`src/fpac_pkg.sv`:
```
// Package of constants and types for the flash program access control block
package fpac_pkg;
   // ****************************************
   // Register map and fields
   // ****************************************
   localparam logic [7:0] FPAC_CTRL_ADDR = 8'hd1;
   localparam logic [7:0] FPAC_CTRL_RESET = 8'h00;
   localparam int FPAC_KEY_MSB = 7;
   localparam int FPAC_KEY_LSB = 4;
   localparam int FPAC_MAP_BIT = 3;
   localparam int FPAC_OP_MSB = 2;
   localparam logic [3:0] FPAC_KEY_FIRST = 4'h5;
   localparam logic [3:0] FPAC_KEY_SECOND = 4'ha;
   // ****************************************
   // Memory geometry
   // ****************************************
   localparam logic [15:0] FPAC_UPPER_HALF = 16'h8000;
   localparam logic [16:0] FPAC_ARRAY_LAST = 17'h1_ffff;
   localparam int FPAC_PAGE_BYTES = 128;
   localparam logic [2:0] FPAC_FETCH_BANK3 = 3'h3;
   localparam logic [2:0] FPAC_LOCK_NONE = 3'h7;
   localparam logic [2:0] FPAC_BOOT_CFG = 3'h3;
   localparam logic [15:0] FPAC_BOOT_ENTRY = 16'h0000;
   localparam logic [7:0] FPAC_JUNK_BYTE = 8'hff;
   // ****************************************
   // Operation codes
   // ****************************************
   typedef enum logic [2:0] {
      FPAC_OP_PAGE_WRITE = 3'b000,
      FPAC_OP_ERASE = 3'b001,
      FPAC_OP_SEC_WRITE = 3'b010,
      FPAC_OP_NONE = 3'b111
   } fpac_op_t;
   typedef enum logic [1:0] {
      FPAC_IDLE = 2'b00,
      FPAC_ARMED = 2'b01,
      FPAC_BUSY = 2'b10
   } fpac_state_t;
   typedef struct packed {
      logic [3:0] key;
      logic map_sel;
      logic [2:0] op;
   } fpac_ctrl_t;
   typedef struct packed {
      logic wr;
      logic [7:0] addr;
      logic [7:0] data;
   } fpac_sfr_t;
endpackage

```
`src/fpac_flash_ctrl.sv`:
```
// Flash control logic: launch key, column latches, code-read gating and boot detect
//
// Contract
// - Data writes go to column latches only when map bit and pin are high.
// - Flash control register clears to zero on reset.
// - Code read from external code with pin low reads external code.
// - External code, pin high, PC upper, bank 3: pointer at/above 8000h reads external.
// - Same case below 8000h is gated by lock level bits.
// - 128-byte pages, each written through a 128-byte column latch area.
// - Erase clears 0000h..1FFFFh, only after security level check; the sequencer starts erase without any lock level check.
// - After full erase all three lock level bits become 1.
// - Boot request when pin high and strobe low during reset.
// - Boot vector config 011 also enters boot at boot address 0000h.
`timescale 1ns/100ps
module fpac_flash_ctrl
   import fpac_pkg::*;
#(
   parameter int PAGE_BYTES = FPAC_PAGE_BYTES,
   parameter int OP_CYCLES = 16
) (
   core_clk,
   sys_rst,
   sfr_bus,
   sfr_rdata,
   xdata_wr,
   xdata_addr,
   xdata_wdata,
   external_access_pin,
   program_store_strobe,
   code_read_move,
   code_from_external,
   pc_upper,
   fetch_bank_select,
   pointer_register,
   flash_rdata,
   boot_vector_config,
   internal_expanded_ram_wr_q,
   latch_wr_q,
   latch_addr_q,
   latch_data_q,
   flash_start_q,
   flash_op_q,
   busy_q,
   lock_level_bits_q,
   ext_code_sel_q,
   code_rdata_q,
   boot_request_q,
   boot_addr_q
);
   input wire logic core_clk;
   input wire logic sys_rst;
   input wire fpac_pkg::fpac_sfr_t sfr_bus;
   output logic [7:0] sfr_rdata;
   input wire logic xdata_wr;
   input wire logic [15:0] xdata_addr;
   input wire logic [7:0] xdata_wdata;
   input wire logic external_access_pin;
   input wire logic program_store_strobe;
   input wire logic code_read_move;
   input wire logic code_from_external;
   input wire logic pc_upper;
   input wire logic [2:0] fetch_bank_select;
   input wire logic [15:0] pointer_register;
   input wire logic [7:0] flash_rdata;
   input wire logic [2:0] boot_vector_config;
   output logic internal_expanded_ram_wr_q;
   output logic latch_wr_q;
   output logic [$clog2(PAGE_BYTES)-1:0] latch_addr_q;
   output logic [7:0] latch_data_q;
   output logic flash_start_q;
   output fpac_pkg::fpac_op_t flash_op_q;
   output logic busy_q;
   output logic [2:0] lock_level_bits_q;
   output logic ext_code_sel_q;
   output logic [7:0] code_rdata_q;
   output logic boot_request_q;
   output logic [15:0] boot_addr_q;

   localparam int AW = $clog2(PAGE_BYTES);
   localparam int CW = $clog2(OP_CYCLES + 1);

   // ****************************************
   // Control register and launch sequencer
   // ****************************************
   fpac_ctrl_t ctrl_q, ctrl_d;
   fpac_state_t state_q, state_d;
   logic [CW-1:0] cnt_q, cnt_d;
   logic start_d, busy_d;
   logic [2:0] lock_d;
   logic ctrl_wr;
   fpac_ctrl_t wr_val;

   assign ctrl_wr = sfr_bus.wr && (sfr_bus.addr == FPAC_CTRL_ADDR);
   assign wr_val = sfr_bus.data;
   // Key field reads back as zero; keys are write-only strobes
   assign sfr_rdata = (sfr_bus.addr == FPAC_CTRL_ADDR) ?
                      {4'h0, ctrl_q.map_sel, ctrl_q.op} : 8'h00;

   always_comb begin
      ctrl_d = ctrl_q;
      state_d = state_q;
      cnt_d = cnt_q;
      start_d = 1'b0;
      lock_d = lock_level_bits_q;
      if (ctrl_wr) begin
         ctrl_d.map_sel = wr_val.map_sel;
         ctrl_d.op = wr_val.op;
         ctrl_d.key = wr_val.key;
      end
      case (state_q)
         FPAC_IDLE: begin
            if (ctrl_wr && wr_val.key == FPAC_KEY_FIRST) begin
               state_d = FPAC_ARMED;
            end
         end
         FPAC_ARMED: begin
            if (ctrl_wr) begin
               if (wr_val.key == FPAC_KEY_SECOND) begin
                  state_d = FPAC_BUSY;
                  start_d = 1'b1;
                  cnt_d = CW'(OP_CYCLES);
               end else if (wr_val.key != FPAC_KEY_FIRST) begin
                  state_d = FPAC_IDLE;
               end
            end
         end
         FPAC_BUSY: begin
            // Keys written now are ignored, not queued
            if (cnt_q == '0) begin
               state_d = FPAC_IDLE;
               // Launched op decides; op field may be rewritten while busy
               if (flash_op_q == FPAC_OP_ERASE) begin
                  lock_d = FPAC_LOCK_NONE;
               end
            end else begin
               cnt_d = cnt_q - 1'b1;
            end
         end
         default: state_d = FPAC_IDLE;
      endcase
      busy_d = (state_d == FPAC_BUSY);
   end

   always_ff @(posedge core_clk) begin
      if (sys_rst) begin
         ctrl_q <= FPAC_CTRL_RESET;
         state_q <= FPAC_IDLE;
         cnt_q <= '0;
         flash_start_q <= 1'b0;
         flash_op_q <= FPAC_OP_NONE;
         busy_q <= 1'b0;
         lock_level_bits_q <= FPAC_LOCK_NONE;
      end else begin
         ctrl_q <= ctrl_d;
         state_q <= state_d;
         cnt_q <= cnt_d;
         flash_start_q <= start_d;
         flash_op_q <= (start_d) ? fpac_op_t'(ctrl_d.op) : flash_op_q;
         busy_q <= busy_d;
         lock_level_bits_q <= lock_d;
      end
   end

   // ****************************************
   // External data write routing
   // ****************************************
   logic to_latch, internal_expanded_ram_d, latch_d;
   always_comb begin
      to_latch = ctrl_q.map_sel && external_access_pin;
      internal_expanded_ram_d = xdata_wr && !to_latch;
      latch_d = xdata_wr && to_latch;
   end

   always_ff @(posedge core_clk) begin
      if (sys_rst) begin
         internal_expanded_ram_wr_q <= 1'b0;
         latch_wr_q <= 1'b0;
         latch_addr_q <= '0;
         latch_data_q <= 8'h00;
      end else begin
         internal_expanded_ram_wr_q <= internal_expanded_ram_d;
         latch_wr_q <= latch_d;
         latch_addr_q <= xdata_addr[AW-1:0];
         latch_data_q <= xdata_wdata;
      end
   end

   // ****************************************
   // Code read gating
   // ****************************************
   logic ext_d;
   logic [7:0] rd_d;
   logic upper_ptr, secure_case;
   always_comb begin
      upper_ptr = (pointer_register >= FPAC_UPPER_HALF);
      secure_case = code_from_external && external_access_pin && pc_upper &&
                    (fetch_bank_select == FPAC_FETCH_BANK3);
      ext_d = 1'b0;
      rd_d = flash_rdata;
      if (code_from_external && !external_access_pin) begin
         ext_d = 1'b1;
      end else if (secure_case && upper_ptr) begin
         ext_d = 1'b1;
      end else if (secure_case && lock_level_bits_q != FPAC_LOCK_NONE) begin
         rd_d = FPAC_JUNK_BYTE;
      end
   end

   always_ff @(posedge core_clk) begin
      if (sys_rst) begin
         ext_code_sel_q <= 1'b0;
         code_rdata_q <= 8'h00;
      end else begin
         ext_code_sel_q <= code_read_move && ext_d;
         code_rdata_q <= code_read_move ? rd_d : code_rdata_q;
      end
   end

   // ****************************************
   // Boot request detection
   // ****************************************
   logic boot_d;
   always_comb begin
      boot_d = boot_request_q;
      if (sys_rst) begin
         boot_d = (external_access_pin && !program_store_strobe) ||
                  (boot_vector_config == FPAC_BOOT_CFG);
      end
   end

   // Sampled every reset cycle; last value before release is kept
   always_ff @(posedge core_clk) begin
      boot_request_q <= boot_d;
      boot_addr_q <= FPAC_BOOT_ENTRY;
   end
endmodule // fpac_flash_ctrl

```
`config.mk`:
```
export PLATFORM = sky130hd
export DESIGN_NAME = fpac_flash_ctrl
export DESIGN_NICKNAME = d
export VERILOG_FILES = /design/src/fpac_pkg.sv /design/src/fpac_flash_ctrl.sv
export SDC_FILE = /design/constraint.sdc
export NUM_CORES = 1
export LEC_CHECK = 0
export BUFFER_PORTS_ARGS = -buffer_cell sky130_fd_sc_hd__buf_2
export CAP_MARGIN = 20
export CORE_ASPECT_RATIO = 1.2
export CORE_MARGIN = 2
export CORE_UTILIZATION = 36
export DETAILED_ROUTE_END_ITERATION = 8
export GPL_ROUTABILITY_DRIVEN = 0
export PLACE_DENSITY = 0.82
export SLEW_MARGIN = 40
export SYNTH_ARGS = -nofsm -noshare
export SYNTH_HDL_FRONTEND = slang
export SYNTH_SLANG_ARGS = --single-unit
export TNS_END_PERCENT = 10
```
`constraint.sdc`:
```
create_clock -name core_clk -period 1.45 [get_ports core_clk]
set_input_delay 0.0725 -clock core_clk [delete_from_list [all_inputs] [get_ports core_clk]]
set_output_delay 0.0725 -clock core_clk [all_outputs]
set_load 0.02 [all_outputs]
```
==> results.md <==
* DRT Wirelength at 4300 µm
* CP endpoint kind: register
* RSZ-0062 raised after global routing: yes
* Final ANT Viol Nets at 0
* Die footprint at 5680 µm²
* Layout area overhead at 43.3%
* Worst-path fanout max at 4
* EDFF count, synth at 1
* Post-synth ARST share at 0
* Top FF cell, synth: dfxtp_1
* Flop2flop setup slack at -70 ps
* Initial antenna violation count at 0
* Final Hold Fails at 0
* Pin count of the biggest net entering global routing at 21
* Residual DRC at 0
* Worst VDD drop at 0.677 mV
* Overall Global Routing Usage at 0.145
* Cell taking the most area after synthesis: dfxtp_1
* Vias per cell at 4.67
* Row cnt at 28
* Post-Syn Area at 1830 µm²
* Sw frac at 0.228
* Commonest cells in the netlist: dfxtp_1, buf_4, nor2_1
* Crit Path Class: reg2reg
* Worst Slack Setup Final at -65.5 ps
* Hold path depth at 3
* Period minus WS final at 1520 ps
* R2r endpoint: cnt_q[1]$_SDFFE_PP0P_
* Mapped Cells at 186
* Vias in the first global route at 1603
* Comb power frac at 0.129
* Post-synthesis sequential area ratio at 0.475
* Post-DP HPWL at 3210 µm
* Worst R2R Path Depth at 5
* RR Startpoint: cnt_q[0]$_SDFFE_PP0P_
* Clock Root Buffer: clkbuf_8
* CTS sink count at 43
* Most numerous cell in the Yosys netlist: dfxtp_1
* Setup TNS at -114 ps
* Share of power burned in the clock network at 0.406
* H-Tree Level Count at 2
* Remaining Overflow, GRT at 0
* # diodes at 0
* WP data arrival at 1710 ps
* Max-cap violations at 0
* Synth cell types at 42
* Initial Util at 0.373
* CP required at 1650 ps
* FMAX at 0.660 GHz
* TritonCTS clock tree: done
* Failing checks: setup timing
* Ranking of synthesized cells by area: dfxtp_1, buf_4, mux2i_1, nor2b_1, nor2_1
* Chip Width at 69.1 µm
* Slew Limit Fails at 0
* Seq pwr share at 0.465
* Hold Crit Start: flash_rdata[3]
* Input/output buffers at 90
* Leak at 1.26 nW
* Synthesis-stage register bit count at 43
* Overall power at 2.66 mW
* First-pass GRT wire length at 6590 µm
* CP Launch Type: register
* Clk_lat worst skew at 290 ps
* Hold WC Path Type: in2reg
* Clock skew at 5.06 ps
* Drt pass-1 iters at 4
* Routed len/inst at 12.0 µm
* Mean post-synth cell area at 9.85 µm²
* Part of the cycle the worst path needs at 1.05
* Switching pwr at 0.607 mW
* Int Pwr at 2.06 mW
* CTS Buf Count at 5
* Fillers at 452
* CTS max path bufs at 2
* Final setup violation count at 3
* Yosys top cell area share at 0.459
* Final nets at 378
* Routed via count at 1671
* I/O pin total at 138
* Ratio of cells with drive above 1 in the final layout at 0.403
* Reg clk slew, reported paths at 80 ps
* 1st-iter DRT viols at 48
* Hold EP: code_rdata_q[3]$_SDFFE_PP0P_
* Die height at 82.1 µm
* Power Density at 1010 nW/µm²
* YS warnings at 0
* Outcome: finished, violations left
* Placeable Area at 4900 µm²
==> power groups by stage <==
| stage | clock network, mW | registers (mW) | logic (mW) |
|---|---|---|---|
| after floorplan | 0 | 1.32 | 0.175 |
| after global placement | 0 | 1.26 | 0.305 |
| after detailed placement | 0 | 1.26 | 0.311 |
| after CTS | 1.12 | 1.24 | 0.339 |
| after global routing | 1.17 | 1.24 | 0.373 |
| final | 1.08 | 1.24 | 0.343 |
==> routing by layer <==
metal	vias to the layer above	track usage	share of wire
li1	822	-	-
met1	782	0.147	0.37
met2	58	0.280	0.55
met3	9	0.0473	0.064
met4	0	0.0549	0.019
met5	-	0	0
==> final cells by class <==
| type | count | area [µm²] | area share |
|---|---|---|---|
| clock buffer | 6 | 72.6 | 0.0276 |
| clock inverter | 2 | 60.1 | 0.0229 |
| inverter | 4 | 15.0 | 0.00572 |
| multi-input combinational | 128 | 841 | 0.320 |
| sequential | 43 | 873 | 0.333 |
| tap | 60 | 75.1 | 0.0286 |
| timing repair buffer | 115 | 688 | 0.262 |
==> repair_timing <==
item	CTS	global route
pin swaps	3	2
gates resized for setup	2	3
hold buffers	13	2
setup endpoints to repair	5	7
setup buffers	2	1
hold endpoints to repair	13	2
==> cell usage in the layout, fill, tap and decap left out, types with 4 or more instances in the layout <==
cell type and count:
dlygate4sd3_1 15, dfxtp_1 40, nor2_1 17, and3_1 4, nand4_1 6, buf_4 9
conb_1 23, nor2b_1 15, clkbuf_8 5, buf_2 90, nand2_1 4, a21oi_1 8
o31ai_1 6, mux2i_1 11
==> how the worst max path moves through the flow <==
stage,startpoint,end,slack (ps),cells after the start
4_1_cts,cnt_q[1]$_SDFFE_PP0P_,cnt_q[1]$_SDFFE_PP0P_,-90,5
2_1_floorplan,cnt_q[0]$_SDFFE_PP0P_,cnt_q[4]$_SDFFE_PP0P_,-6,5
6_report,cnt_q[0]$_SDFFE_PP0P_,cnt_q[1]$_SDFFE_PP0P_,-70,5
3_5_place_dp,cnt_q[0]$_SDFFE_PP0P_,cnt_q[1]$_SDFFE_PP0P_,-80,5
3_3_place_gp,cnt_q[0]$_SDFFE_PP0P_,cnt_q[4]$_SDFFE_PP0P_,-40,5
5_1_grt,cnt_q[0]$_SDFFE_PP0P_,cnt_q[1]$_SDFFE_PP0P_,-100,5
==> worst max-delay path, cell delays in order, from the launching register on <==
cell	delay, ps
dfxtp_2	330
inv_2	90
ha_4	130
or4b_4	490
a211o_1	290
o32ai_2	90
==> kinds of logic (layout without fill, tap and decap cells) <==
logic type / Yosys count / count (layout) / synth area share
simple gates: 68 / 68 / 0.230
flops: 43 / 43 / 0.475
mux: 11 / 11 / 0.0601
compound gates: 24 / 24 / 0.0950
buf+inv: 36 / 127 / 0.122
fa+ha+maj: 2 / 2 / 0.0137
other cells: 2 / 23 / 0.00410
==> flip-flops by register name, summed over array words and instances, names as in the netlist <==
name	flops
latch_addr_q	7
latch_data_q	8
ctrl_q	4
flash_start_q	1
busy_q	1
state_q	2
latch_wr_q	1
ext_code_sel_q	1
boot_request_q	1
internal_expanded_ram_wr_q	1
cnt_q	5
code_rdata_q	8
flash_op_q	3
==> per-stage QoR <==
stage                     setup WS [ps]  cell area [µm²]  utilization  cells  hold slack, ps
after floorplan                   -5.88             1920            -    207             167
final                             -65.5             2630        0.535    358            10.9
after detailed placement          -79.5             2300        0.470    332             286
after CTS                         -87.6             2590        0.528    355            2.21
after global routing               -102             2630        0.535    358            15.3
after global placement            -35.1             2300        0.470    332             278
(Power assumes the default switching activity.)
